===== src/common/instr_exec_pkg.sv =====
// constants for the or/move/return instruction executor
package instr_exec_pkg;
	localparam int INSTR_W = 14;
	localparam int DATA_W = 8;
	localparam int ADDR_W = 7;
	localparam int PC_W = 13;
	localparam logic [INSTR_W-1:0] OPC_RETFI = 14'h0009;
	localparam logic [INSTR_W-1:0] NOP_MASK = 14'h3f9f;
	localparam logic [INSTR_W-1:0] NOP_VAL = 14'h0000;
	localparam logic [INSTR_W-1:0] STORE_MASK = 14'h3f80;
	localparam logic [INSTR_W-1:0] STORE_VAL = 14'h0080;
	localparam logic [INSTR_W-1:0] ORF_MASK = 14'h3f00;
	localparam logic [INSTR_W-1:0] ORF_VAL = 14'h0400;
	localparam logic [INSTR_W-1:0] ORL_MASK = 14'h3f00;
	localparam logic [INSTR_W-1:0] ORL_VAL = 14'h3800;
	localparam logic [INSTR_W-1:0] RETL_MASK = 14'h3c00;
	localparam logic [INSTR_W-1:0] RETL_VAL = 14'h3400;
	localparam int DEST_BIT = 7;
	localparam int INT_ENABLE_BIT = 7;
	localparam logic [DATA_W-1:0] ACC_RESET = 8'h00;
	localparam logic [PC_W-1:0] PC_RESET = 13'h0000;
	localparam int INSTR_CLK_DIV = 4;
	localparam logic [1:0] DIV_LAST = 2'(INSTR_CLK_DIV - 1);
	typedef enum logic [2:0] {OP_NOP, OP_ORL, OP_ORF, OP_STORE, OP_RETFI, OP_RETL,
		OP_OTHER} op_e;
endpackage


===== src/common/decode_if.sv =====
// decoded instruction handed from the decoder to the executor
`timescale 1ns/1ps
interface decode_if;
	import instr_exec_pkg::*;
	op_e op;
	logic [DATA_W-1:0] literal;
	logic [ADDR_W-1:0] faddr;
	logic dest_file;
	modport dec (output op, literal, faddr, dest_file);
	modport exe (input op, literal, faddr, dest_file);
endinterface


===== src/core/instr_decoder.sv =====
// registered decoder for the supported opcodes
`timescale 1ns/1ps
module instr_decoder
	import instr_exec_pkg::*;
(
	input wire logic clk_i, // core clock
	input wire logic rst_n_i, // sync reset
	input wire logic load_i, // latch a new word
	input wire logic [INSTR_W-1:0] word_i, // fetched word
	decode_if.dec dec // decoded result
);
	op_e next_op;
	always_comb begin
		if ((word_i & NOP_MASK) == NOP_VAL) next_op = OP_NOP;
		else if (word_i == OPC_RETFI) next_op = OP_RETFI;
		else if ((word_i & STORE_MASK) == STORE_VAL) next_op = OP_STORE;
		else if ((word_i & ORF_MASK) == ORF_VAL) next_op = OP_ORF;
		else if ((word_i & ORL_MASK) == ORL_VAL) next_op = OP_ORL;
		else if ((word_i & RETL_MASK) == RETL_VAL) next_op = OP_RETL;
		else next_op = OP_OTHER;
	end
	always_ff @(posedge clk_i) begin
		if (!rst_n_i) begin
			dec.op <= OP_NOP;
			dec.literal <= '0;
			dec.faddr <= '0;
			dec.dest_file <= 1'b0;
		end else if (load_i) begin
			dec.op <= next_op;
			dec.literal <= word_i[DATA_W-1:0];
			dec.faddr <= word_i[ADDR_W-1:0];
			dec.dest_file <= word_i[DEST_BIT];
		end
	end
endmodule // instr_decoder


===== src/core/or_move_return_instr_exec.sv =====
// executor for or, store and return instructions
// How it works
// - or literal into accumulator, write back, zero flag from result
// - or accumulator with addressed file register, zero flag from result
// - destination bit 0 writes accumulator, 1 writes the file register
// - return from interrupt sets global interrupt enable, control bit 7
// - fixed return-from-interrupt opcode pops stack into pc, two cycles, no flags
// - return with literal loads low opcode byte into accumulator
// - return with literal pops stack into pc, two cycles, no flags
`timescale 1ns/1ps
module or_move_return_instr_exec
	import instr_exec_pkg::*;
(
	input wire logic CORE_CLK_I, // core clock
	input wire logic RST_N_I, // sync reset, active low
	input wire logic [INSTR_W-1:0] PROG_WORD_I, // word at PROG_ADDR_O
	input wire logic [DATA_W-1:0] FILE_RDATA_I, // data of FILE_ADDR_O
	input wire logic [PC_W-1:0] STACK_TOP_ENTRY_I, // stack top entry
	output logic [PC_W-1:0] PROG_ADDR_O, // program counter
	output logic [ADDR_W-1:0] FILE_ADDR_O, // file register address
	output logic [DATA_W-1:0] FILE_WDATA_O, // file write data
	output logic FILE_WE_O, // file write strobe, one core clock
	output logic STACK_POP_O, // stack pop strobe, one core clock
	output logic [DATA_W-1:0] ACCUMULATOR_O, // working register
	output logic ZERO_FLAG_O, // zero flag
	output logic INT_ENABLE_SET_O, // pulse: set interrupt_control_register bit
	output logic GLOBAL_INTERRUPT_ENABLE_FLAG_O, // local copy of enable flag
	output logic BUSY_O // second cycle of a two-cycle instruction, registered one core clock late
);
	decode_if dif ();
	logic [1:0] div_cnt;
	logic cycle_en;
	logic second;
	logic load;
	logic [DATA_W-1:0] or_result;
	logic executing;
	logic ex_now;
	logic ret_now;

	always_ff @(posedge CORE_CLK_I) begin
		if (!RST_N_I) div_cnt <= '0;
		else if (div_cnt == DIV_LAST) div_cnt <= '0;
		else div_cnt <= div_cnt + 2'd1;
	end
	assign cycle_en = (div_cnt == DIV_LAST);
	assign ex_now = cycle_en && executing && !second;
	assign ret_now = ex_now && (dif.op == OP_RETFI || dif.op == OP_RETL);
	// a return fetches from the popped address in its second cycle, so the word
	// prefetched behind the return is dropped instead of executed
	assign load = cycle_en && !ret_now;

	instr_decoder u_dec (
		.clk_i(CORE_CLK_I),
		.rst_n_i(RST_N_I),
		.load_i(load),
		.word_i(PROG_WORD_I),
		.dec(dif.dec)
	);

	// decoded word is valid from the first cycle_en after reset onward
	always_ff @(posedge CORE_CLK_I) begin
		if (!RST_N_I) executing <= 1'b0;
		else if (load) executing <= 1'b1;
	end

	assign or_result = ACCUMULATOR_O | (dif.op == OP_ORL ? dif.literal : FILE_RDATA_I);

	// two-cycle returns hold a second instruction cycle
	always_ff @(posedge CORE_CLK_I) begin
		if (!RST_N_I) second <= 1'b0;
		else if (cycle_en) second <= !second && executing &&
			(dif.op == OP_RETFI || dif.op == OP_RETL);
	end
	always_ff @(posedge CORE_CLK_I) begin
		if (!RST_N_I) BUSY_O <= 1'b0;
		else BUSY_O <= second;
	end

	always_ff @(posedge CORE_CLK_I) begin
		if (!RST_N_I) PROG_ADDR_O <= PC_RESET;
		else if (cycle_en && executing && !second &&
			(dif.op == OP_RETFI || dif.op == OP_RETL))
			PROG_ADDR_O <= STACK_TOP_ENTRY_I;
		else if (load) PROG_ADDR_O <= PROG_ADDR_O + 13'd1;
	end

	always_ff @(posedge CORE_CLK_I) begin
		if (!RST_N_I) STACK_POP_O <= 1'b0;
		else STACK_POP_O <= cycle_en && executing && !second &&
			(dif.op == OP_RETFI || dif.op == OP_RETL);
	end

	always_ff @(posedge CORE_CLK_I) begin
		if (!RST_N_I) FILE_ADDR_O <= '0;
		else FILE_ADDR_O <= dif.faddr;
	end

	always_ff @(posedge CORE_CLK_I) begin
		if (!RST_N_I) begin
			FILE_WE_O <= 1'b0;
			FILE_WDATA_O <= '0;
		end else begin
			FILE_WE_O <= 1'b0;
			if (cycle_en && executing && !second) begin
				if (dif.op == OP_STORE) begin
					FILE_WE_O <= 1'b1;
					FILE_WDATA_O <= ACCUMULATOR_O;
				end else if (dif.op == OP_ORF && dif.dest_file) begin
					FILE_WE_O <= 1'b1;
					FILE_WDATA_O <= or_result;
				end
			end
		end
	end

	always_ff @(posedge CORE_CLK_I) begin
		if (!RST_N_I) ACCUMULATOR_O <= ACC_RESET;
		else if (cycle_en && executing && !second) begin
			if (dif.op == OP_ORL) ACCUMULATOR_O <= or_result;
			else if (dif.op == OP_ORF && !dif.dest_file) ACCUMULATOR_O <= or_result;
			else if (dif.op == OP_RETL) ACCUMULATOR_O <= dif.literal;
		end
	end

	always_ff @(posedge CORE_CLK_I) begin
		if (!RST_N_I) ZERO_FLAG_O <= 1'b0;
		else if (cycle_en && executing && !second &&
			(dif.op == OP_ORL || dif.op == OP_ORF))
			ZERO_FLAG_O <= (or_result == '0);
	end

	always_ff @(posedge CORE_CLK_I) begin
		if (!RST_N_I) begin
			INT_ENABLE_SET_O <= 1'b0;
			GLOBAL_INTERRUPT_ENABLE_FLAG_O <= 1'b0;
		end else begin
			INT_ENABLE_SET_O <= cycle_en && executing && !second && dif.op == OP_RETFI;
			if (cycle_en && executing && !second && dif.op == OP_RETFI)
				GLOBAL_INTERRUPT_ENABLE_FLAG_O <= 1'b1;
		end
	end
endmodule // or_move_return_instr_exec


===== config.mk =====
export PLATFORM = sky130hd
export DESIGN_NAME = or_move_return_instr_exec
export DESIGN_NICKNAME = d
export VERILOG_FILES = /design/src/common/instr_exec_pkg.sv /design/src/common/decode_if.sv /design/src/core/instr_decoder.sv /design/src/core/or_move_return_instr_exec.sv
export SDC_FILE = /design/constraint.sdc
export NUM_CORES = 1
export LEC_CHECK = 0
export BUFFER_PORTS_ARGS = -buffer_cell sky130_fd_sc_hd__buf_2
export CAP_MARGIN = 0
export CORE_AREA = 3 3 81 83
export DETAILED_ROUTE_END_ITERATION = 12
export DIE_AREA = 0 0 84 86
export PLACE_DENSITY_LB_ADDON = 0.08
export SKIP_CTS_REPAIR_TIMING = 1
export SYNTH_ARGS = -nofsm -noshare
export SYNTH_HDL_FRONTEND = slang
export SYNTH_SLANG_ARGS = --single-unit

===== constraint.sdc =====
create_clock -name CORE_CLK_I -period 1.71 [get_ports CORE_CLK_I]
set_input_delay 0.2565 -clock CORE_CLK_I [delete_from_list [all_inputs] [get_ports CORE_CLK_I]]
set_output_delay 0.2565 -clock CORE_CLK_I [all_outputs]
set_load 0.01 [all_outputs]

==> results of run 1 <==
-- critical path: stages (launching register included) --
cell and delay [ps]:
dfxtp_1 350, buf_4 160, or3b_1 360, a21oi_1 300, a31oi_1 130, o221a_2 260
-- state kept, by name (all words and copies together), names as in the netlist --
name and count:
FILE_WDATA_O 8, ACCUMULATOR_O 8, INT_ENABLE_SET_O 1, STACK_POP_O 1
second 1, u_dec.dec.op 3, u_dec.dec.dest_file 1, FILE_ADDR_O 7
u_dec.dec.literal 1, PROG_ADDR_O 13, GLOBAL_INTERRUPT_ENABLE_FLAG_O 1, executing 1
ZERO_FLAG_O 1, u_dec.dec.faddr 6, BUSY_O 1, div_cnt 2
FILE_WE_O 1
-- final timing paths --
kind                                         end  slack [ps]  cells past startpoint
hold reg to reg   GLOBAL_INTERRUPT_ENABLE_FLAG_O         460                      2
setup reg to reg                ACCUMULATOR_O[1]          50                      5
setup / recovery                ACCUMULATOR_O[1]          50                      5
hold / removal                u_dec.dec.faddr[1]         170                      3
-- per-layer routing --
metal	vias up	GRT usage
li1	1403	-
met3	6	0.05572
met5	-	0
met4	0	0.07895
met1	1261	0.2926
met2	91	0.3145
-- layout by cell type, fill, tap and decap left out, types with 5 or more instances in the layout --
cell type / Yosys / routed
inv_1: 5 / 5
and3_1: 5 / 5
nand3_1: 11 / 9
buf_4: 1 / 29
and2_1: 8 / 8
a21oi_1: 28 / 27
buf_2: 7 / 78
nor3_1: 8 / 8
nand2_1: 31 / 31
o221a_2: 6 / 6
a211oi_1: 13 / 13
nor4_1: 9 / 6
clkbuf_8: 0 / 12
nor2_1: 25 / 25
dfxtp_1: 57 / 56
o21ai_0: 12 / 12
o21a_1: 7 / 7
-- layout make-up --
cell class	instances	area (um^2)
Clock inverter	2	35.03
Multi-Input combinational cell	237	1523
Tap cell	75	93.84
Timing Repair Buffer	108	619.3
Sequential cell	57	1142
Clock buffer	14	172.7
Inverter	6	22.52
Fill cell	570	2312
-- cells by family after synthesis --
| group | count (synthesis) | synth area share |
|---|---|---|
| muxes | 4 | 0.01468 |
| AOI/OAI and AO/OA | 102 | 0.2587 |
| adders and majority gates | 3 | 0.01376 |
| xor gates and xnor gates | 3 | 0.009635 |
| and+or+nand+nor | 125 | 0.2427 |
| buffers and inverters | 27 | 0.04220 |
| DFF | 57 | 0.4183 |
-- report_power, final --
part | internal [mW] | leakage [nW] | switching, mW
sequential | 1.36 | 0.461 | 0.0294
clock | 0.791 | 0.107 | 0.511
combinational | 0.150 | 0.947 | 0.178
-- per-stage QoR --
step | instance area (um^2) | power, mW | setup TNS (ps) | hold slack (ps) | std cells
after floorplan | 2728 | 1.582 | 0 | 392.5 | 321
after global placement | 3344 | 1.727 | 0 | 448.3 | 483
after detailed placement | 3344 | 1.732 | 0 | 450.0 | 483
after CTS | 3552 | 3.036 | 0 | 156.3 | 499
after global routing | 3608 | 3.143 | -0.4192 | 167.7 | 499
final | 3608 | 3.018 | 0 | 172.1 | 499
==> impl_metrics.json, run 1 <==
{
  "status": "finished, final reports clean",
  "fin_skew_ps": 7.611,
  "antenna-diode-count": 0,
  "insertion_delay_ps": 340,
  "yosysTopAreaCell": "dfxtp_1",
  "io_buffers": 78,
  "cts_buffers": 9,
  "hp-start": "PROG_WORD_I[1]",
  "core-area_mm2": 0.005921,
  "start_util": 0.4607,
  "row_count": 28,
  "fin_nets": 459,
  "final_core_util": 0.6095,
  "required_ps": 1940,
  "synth_top_flop_cell": "dfxtp_1",
  "die-area_mm2": 0.007224,
  "via_count": 2761,
  "critical_path_class": "reg -> reg",
  "layout-drive-gt1-share": 0.3373,
  "wl_met3_um": 460,
  "synth_top_area_share": 0.4183,
  "p_leak_nw": 1.515,
  "post-place-ws_ps": 58.83,
  "die_w_um": 84,
  "tightestPinTransition_ps": 448.2,
  "setup_viol": 0,
  "area_growth_pct": 32.29,
  "worstSetupStartpointType": "flop",
  "grt_pass1_wl_um": 12320,
  "rr_startpoint": "u_dec.dec.op[0]",
  "period_needed_ps": 1659,
  "drt_iter0_markers": 180,
  "end_kind": "flop",
  "synth_common_cells": "dfxtp_1, nand2_1, a21oi_1",
  "route.met2.wl_um": 3348,
  "antenna_found_initial": 0,
  "synth_most_common_cell": "dfxtp_1",
  "grt_max_degree": 30,
  "drc": 0,
  "cts_root_buffer": "clkbuf_8",
  "vias_per_cell": 5.533,
  "netlist_area_mm2": 0.002728,
  "synth-seq-cells": 57,
  "fmax_ghz": 0.6027,
  "max-cap-violations": 0,
  "arrival_ps": 1890,
  "worst_slack_ps": 50.83,
  "dpl.hpwl_um": 5443,
  "hold_path.class": "in -> reg",
  "fin_crit_sh": 0.9703,
  "slew_headroom": 0.7009,
  "dr.pass1.iters": 4,
  "path_clk_slew_ps": 60,
  "yosysWarningCount": 0,
  "grt_usage": 0.2108,
  "ioPinCount": 79,
  "gp_congestion": 0.8497,
  "synth_nets": 361,
  "wirelength_um": 7516,
  "avgSynthCellArea_um2": 8.497,
  "synth-seq-area-share": 0.4183,
  "synth_async_sr_flop_share": 0,
  "cts_tree": "yes",
  "final_antenna_net_count": 0,
  "crit_path_max_fanout": 5,
  "die_y_um": 86,
  "wire_per_inst_um": 15.06,
  "cts_buffer_depth": 2,
  "p_per_area_mw_per_mm2": 836.4,
  "setup.worst_path.start": "u_dec.dec.op[0]",
  "top_layer": "met4",
  "final_hold_viol_count": 0,
  "synth_cells": 321,
  "wl_met1_um": 3613,
  "synth_edf_count": 0,
  "grt_overflow": 0,
  "synth.area.top_cells": "dfxtp_1, a21oi_1, nand2_1",
  "slew_violations": 0,
  "grt_pass1_vias": 2599,
  "ys_types": 57,
  "clock_sinks": 57,
  "ir_drop_v": 0.0004305,
  "htree_levels": 3
}
Note: power is estimated with default switching activity, not from simulation.
==> inputs of run 2 (changes only) <==
--- a/config.mk
+++ b/config.mk
@@ -5,6 +5,7 @@
 export SDC_FILE = /design/constraint.sdc
 export NUM_CORES = 1
 export LEC_CHECK = 0
+export ABC_AREA = 1
 export BUFFER_PORTS_ARGS = -buffer_cell sky130_fd_sc_hd__buf_2
 export CAP_MARGIN = 0
 export CORE_AREA = 3 3 81 83
==> run 2 against run 1 <==
  * Worst hold slack worse by 0.96 ps
  * Clock power increased by 33%
  * Die area is the same
  * Cell area decreased by 1.4%
  * Highest routed layer unchanged
  * Synthesized cell count is 24% higher
  * Sequential share of layout area increased by 0.47 points
  * Maximum frequency rose by 5.2%
  * Non-clock buffer count is 19 lower
==> impl_metrics.json, run 2 <==
{
  "status": "finished, final reports clean",
  "reg2reg_depth": 8,
  "cts_buffers": 9,
  "die_y_um": 86,
  "hold_path_end": "u_dec.dec.faddr[2]",
  "worstSetupStartpointType": "flop",
  "avgSynthCellArea_um2": 6.957,
  "period_needed_ps": 1577,
  "hold_path.class": "in -> reg",
  "layout-drive-gt1-share": 0.2725,
  "mostFrequentLayoutCell": "nand2_1",
  "cts_root_buffer": "clkbuf_8",
  "synth_common_cells": "nand2_1, dfxtp_1, a21oi_1",
  "yosysWarningCount": 0,
  "setup_viol": 0,
  "yosysTopAreaCell": "dfxtp_1",
  "drc": 0,
  "p_per_area_mw_per_mm2": 950.6,
  "vias_per_cell": 5.041,
  "slew_headroom": 0.6908,
  "final_core_util": 0.6012,
  "end_kind": "flop",
  "final_antenna_net_count": 0,
  "grt_usage": 0.2005,
  "synth_edf_count": 0,
  "critical_path_class": "reg -> reg",
  "synth.area.top_cells": "dfxtp_1, nand2_1, a21oi_1",
  "crit_path_max_fanout": 22,
  "hp-start": "PROG_WORD_I[2]",
  "die_w_um": 84,
  "row_count": 28,
  "synth_async_sr_flop_share": 0,
  "gp_congestion": 0.8784,
  "whs_ps": 171.1,
  "cts_tree": "yes",
  "max-cap-violations": 0,
  "synth_cells": 398,
  "start_util": 0.4677,
  "largest_reg_flops": 13,
  "ir_drop_v": 0.0004857,
  "path_clk_slew_ps": 70,
  "whs_path_depth": 3,
  "dpl.hpwl_um": 5073,
  "required_ps": 1920,
  "regToRegEndpoint": "PROG_ADDR_O[11]",
  "synth_top_flop_cell": "dfxtp_1",
  "fin_nets": 523,
  "ioPinCount": 79,
  "tightestPinTransition_ps": 463.8,
  "wire_per_inst_um": 12.65,
  "grt_max_degree": 23,
  "fillCellCount": 568,
  "fmax_ghz": 0.6340,
  "area_growth_pct": 28.56,
  "clock_sinks": 57,
  "antenna_found_initial": 0,
  "grt_overflow": 0,
  "synth-seq-cells": 57,
  "core-area_mm2": 0.005921,
  "via_count": 2838,
  "synth_most_common_cell": "nand2_1",
  "htree_levels": 3,
  "regMostFlops": "PROG_ADDR_O",
  "r2r_setup_slack_ps": 130,
  "dr.pass1.iters": 4,
  "netlist_area_mm2": 0.002769,
  "reg.largest.list": "PROG_ADDR_O: 13 flops, ACCUMULATOR_O: 8 flops, FILE_WDATA_O: 8 flops",
  "arrival_ps": 1790,
  "die-area_mm2": 0.007224,
  "layout_common_cells": "nand2_1, buf_2, dfxtp_1",
  "cts_buffer_depth": 2,
  "synth-seq-area-share": 0.4121,
  "p_leak_nw": 1.751,
  "antenna-diode-count": 0,
  "synth_top_area_share": 0.4121,
  "wirelength_um": 7123,
  "fin_crit_sh": 0.9224,
  "grt_pass1_wl_um": 11740,
  "final_hold_viol_count": 0,
  "insertion_delay_ps": 330,
  "grt_pass1_vias": 2565,
  "synth_nets": 438,
  "slew_violations": 0,
  "fin_skew_ps": 5.564,
  "rr_startpoint": "div_cnt[0]",
  "ys_types": 36,
  "drt_iter0_markers": 150,
  "io_buffers": 78
}
==> run 2: cell types whose count changed after synthesis, sizes merged, moves of 6 or more <==
cell / before / now
a211oi: 13 / 2
o21ai: 15 / 49
and2: 8 / 0
clkbuf: 13 / 7
nor2: 25 / 45
a21oi: 28 / 52
nor4: 9 / 1
inv: 5 / 45
o221a: 6 / 0
nand2: 31 / 84
nand4: 3 / 11
o21a: 7 / 1
==> run 2: worst max-delay path by stage <==
stage	startpoint	to	slack (ps)	depth (start not counted)
after floorplan	div_cnt[0]	PROG_ADDR_O[10]	240	9
after global placement	PROG_ADDR_O[0]	PROG_ADDR_O[10]	120	10
after detailed placement	PROG_ADDR_O[0]	PROG_ADDR_O[10]	70	10
after CTS	PROG_ADDR_O[0]	PROG_ADDR_O[10]	60	10
after global routing	div_cnt[0]	PROG_ADDR_O[11]	-7	8
final	div_cnt[0]	PROG_ADDR_O[11]	130	8
==> run 2: layout make-up <==
| cell class | instances | area, um^2 | area share |
|---|---|---|---|
| multi-input combinational | 280 | 1383 | 0.3884 |
| sequential | 57 | 1144 | 0.3213 |
| timing repair buffer | 89 | 489.2 | 0.1374 |
| inverter | 46 | 173.9 | 0.04886 |
| clock buffer | 11 | 151.4 | 0.04253 |
| clock inverter | 5 | 125.1 | 0.03515 |
| tap | 75 | 93.84 | 0.02636 |
==> run 2: logic make-up after synthesis <==
logic type	synth area share
xor+xnor	0.006327
fa+ha+maj	0.01356
buf+inv	0.09037
compound gates	0.2146
simple gates	0.2630
flops	0.4121
==> run 2: power breakdown <==
part,total (mW),internal (mW),leakage [nW],switching (mW)
clock,1.73,1.19,0.140,0.539
combinational,0.258,0.101,1.15,0.158
sequential,1.39,1.36,0.462,0.0317
==> run 2: worst max-delay path: stages, from the launching register on <==
cell	delay, ps
dfxtp_1	360
ha_1	200
nand3_1	120
inv_2	130
nand3_1	130
buf_12	190
o21ai_0	140
o21bai_1	120
a21oi_1	70
==> run 2: metal layers <==
| layer | GRT usage | wire, um | part of all wire | vias to the layer above |
|---|---|---|---|---|
| met2 | 0.2979 | 3026 | 0.42 | 93 |
| met5 | 0 | 0 | 0 | - |
| met3 | 0.06628 | 498 | 0.070 | 11 |
| li1 | - | - | - | 1488 |
| met1 | 0.2695 | 3484 | 0.49 | 1246 |
| met4 | 0.07895 | 113 | 0.016 | 0 |
==> run 2: metrics by stage <==
stage	power [mW]	cell area [um^2]	setup slack [ps]	setup TNS (ps)	instances
floorplan	1.576	2769	236.5	0	398
global placement	1.673	3249	124.2	0	544
detailed placement	1.676	3249	73.33	0	544
CTS	3.415	3526	59.79	0	560
global route	3.521	3560	-7.346	-9.348	563
finish	3.384	3560	132.7	0	563
==> inputs of run 3 (changes only) <==
==> constraint.sdc (replaced) <==
create_clock -name CORE_CLK_I -period 1.71 [get_ports CORE_CLK_I]
set_input_delay 0.2565 -clock CORE_CLK_I [delete_from_list [all_inputs] [get_ports CORE_CLK_I]]
set_output_delay 0.2565 -clock CORE_CLK_I [all_outputs]
set_load 0.1 [all_outputs]
==> run 3 against run 2 <==
  * Final cell count unchanged
  * Cell area decreased by 0.70%
  * Die area unchanged
  * Clock-buffer cell count stayed put
  * Sequential cell count unchanged
==> impl_metrics.json, run 3 (same netlist as run 2, synthesis figures left out) <==
{
  "regMostFlops": "PROG_ADDR_O",
  "drt_iter0_markers": 165,
  "p_leak_nw": 1.727,
  "required_ps": 1950,
  "die_y_um": 86,
  "total_power_mw": 3.148,
  "cts_buffers": 9,
  "dr.pass1.iters": 4,
  "clock_sinks": 57,
  "fin_nets": 523,
  "vias_per_cell": 5.034,
  "final_hold_viol_count": 0,
  "fin_skew_ps": 6.981,
  "end_kind": "flop",
  "grt_max_degree": 34,
  "status": "finished, final reports clean",
  "insertion_delay_ps": 330,
  "place_area_mm2": 0.003284,
  "setup_viol": 0,
  "ioPinCount": 79,
  "crit_path_max_fanout": 11,
  "max-cap-violations": 0,
  "grt_setup_unrepaired": "true",
  "layoutNonFillerInstCount": 563,
  "htree_levels": 3,
  "wirelength_um": 7064,
  "p_per_area_mw_per_mm2": 890.5,
  "layout_common_cells": "nand2_1, buf_2, a21oi_1",
  "grt_pass1_vias": 2626,
  "cts_tree": "yes",
  "die-area_mm2": 0.007224,
  "slew_violations": 0,
  "antenna-diode-count": 0,
  "fin_crit_sh": 0.9191,
  "layout-drive-gt1-share": 0.2971,
  "period_needed_ps": 1572,
  "core-area_mm2": 0.005921,
  "start_util": 0.4677,
  "whs_ps": 171.4,
  "setup.worst_path.start": "div_cnt[0]",
  "fmax_ghz": 0.6362,
  "ir_drop_v": 0.0006027,
  "grt_overflow": 0,
  "mostFrequentLayoutCell": "nand2_1",
  "largest_reg_flops": 13,
  "dpl.hpwl_um": 5099,
  "via_count": 2834,
  "final_antenna_net_count": 0,
  "grt_pass1_wl_um": 11960,
  "arrival_ps": 1820,
  "path_clk_slew_ps": 70,
  "grt_usage": 0.2057,
  "drc": 0,
  "design_area_mm2": 0.003535,
  "cts_root_buffer": "clkbuf_8",
  "critical_path_class": "reg -> reg",
  "cts_buffer_depth": 2,
  "reg.largest.list": "PROG_ADDR_O: 13 flops, ACCUMULATOR_O: 8 flops, FILE_WDATA_O: 8 flops",
  "die_w_um": 84,
  "placed_cells": 546,
  "tightestPinTransition_ps": 488.3,
  "area_growth_pct": 27.65,
  "gp_congestion": 0.8273,
  "antenna_found_initial": 0,
  "tns_ps": 0,
  "slew_headroom": 0.6767,
  "worstSetupStartpointType": "flop",
  "rr_startpoint": "div_cnt[0]",
  "hold_path.class": "in -> reg",
  "row_count": 28,
  "io_buffers": 78,
  "hp-start": "PROG_WORD_I[1]",
  "wire_per_inst_um": 12.55
}
-- run 3: cell count changes in the layout (fill, tap and decap cells not counted), moves of 2 or more --
cell       before  now
dfxtp_1        55   43
nor2_2          4    1
bufinv_16       4    2
dfxtp_4         0    2
nor2_1         39   41
dfxtp_2         2   12
-- run 3: worst paths after layout --
check | to | slack, ps | cells past startpoint
hold reg to reg | BUSY_O | 430 | 2
hold / removal | u_dec.dec.faddr[1] | 170 | 3
setup reg to reg | PROG_ADDR_O[5] | 140 | 7
setup / recovery | PROG_ADDR_O[5] | 140 | 7
-- run 3: metrics by stage --
stage,setup slack [ps],utilization
2_1_floorplan,15.22,-
3_3_place_gp,148.9,0.5547
4_1_cts,61.26,0.5934
5_1_grt,-7.358,0.5970
3_5_place_dp,77.63,0.5547
6_report,138.3,0.5970
-- run 3: routing by layer --
layer | part of all wire | GRT usage | wire [um] | vias to the layer above
li1 | - | - | - | 1489
met1 | 0.49 | 0.2796 | 3471 | 1248
met2 | 0.43 | 0.3138 | 3058 | 87
met3 | 0.060 | 0.05091 | 424 | 10
met4 | 0.016 | 0.08333 | 110 | 0
met5 | 0 | 0 | 0 | -
-- run 3: layout make-up --
class	count	area, um^2
Clock buffer	11	151.4
Timing Repair Buffer	89	489.2
Sequential cell	57	1164
Inverter	46	173.9
Fill cell	573	2386
Clock inverter	5	77.57
Multi-Input combinational cell	280	1385
Tap cell	75	93.84
-- run 3: where the power goes --
part           leakage, nW  internal, mW  switching [mW]
clock                0.115         0.894           0.536
combinational         1.14         0.101           0.222
sequential           0.468          1.36          0.0323
-- run 3: worst max-delay path, cell delays in order, from the launching register on --
cell,delay [ps]
dfxtp_2,350
ha_2,190
nand3_1,110
buf_4,160
nor3_4,170
buf_6,180
o21ai_1,80
a211oi_2,240
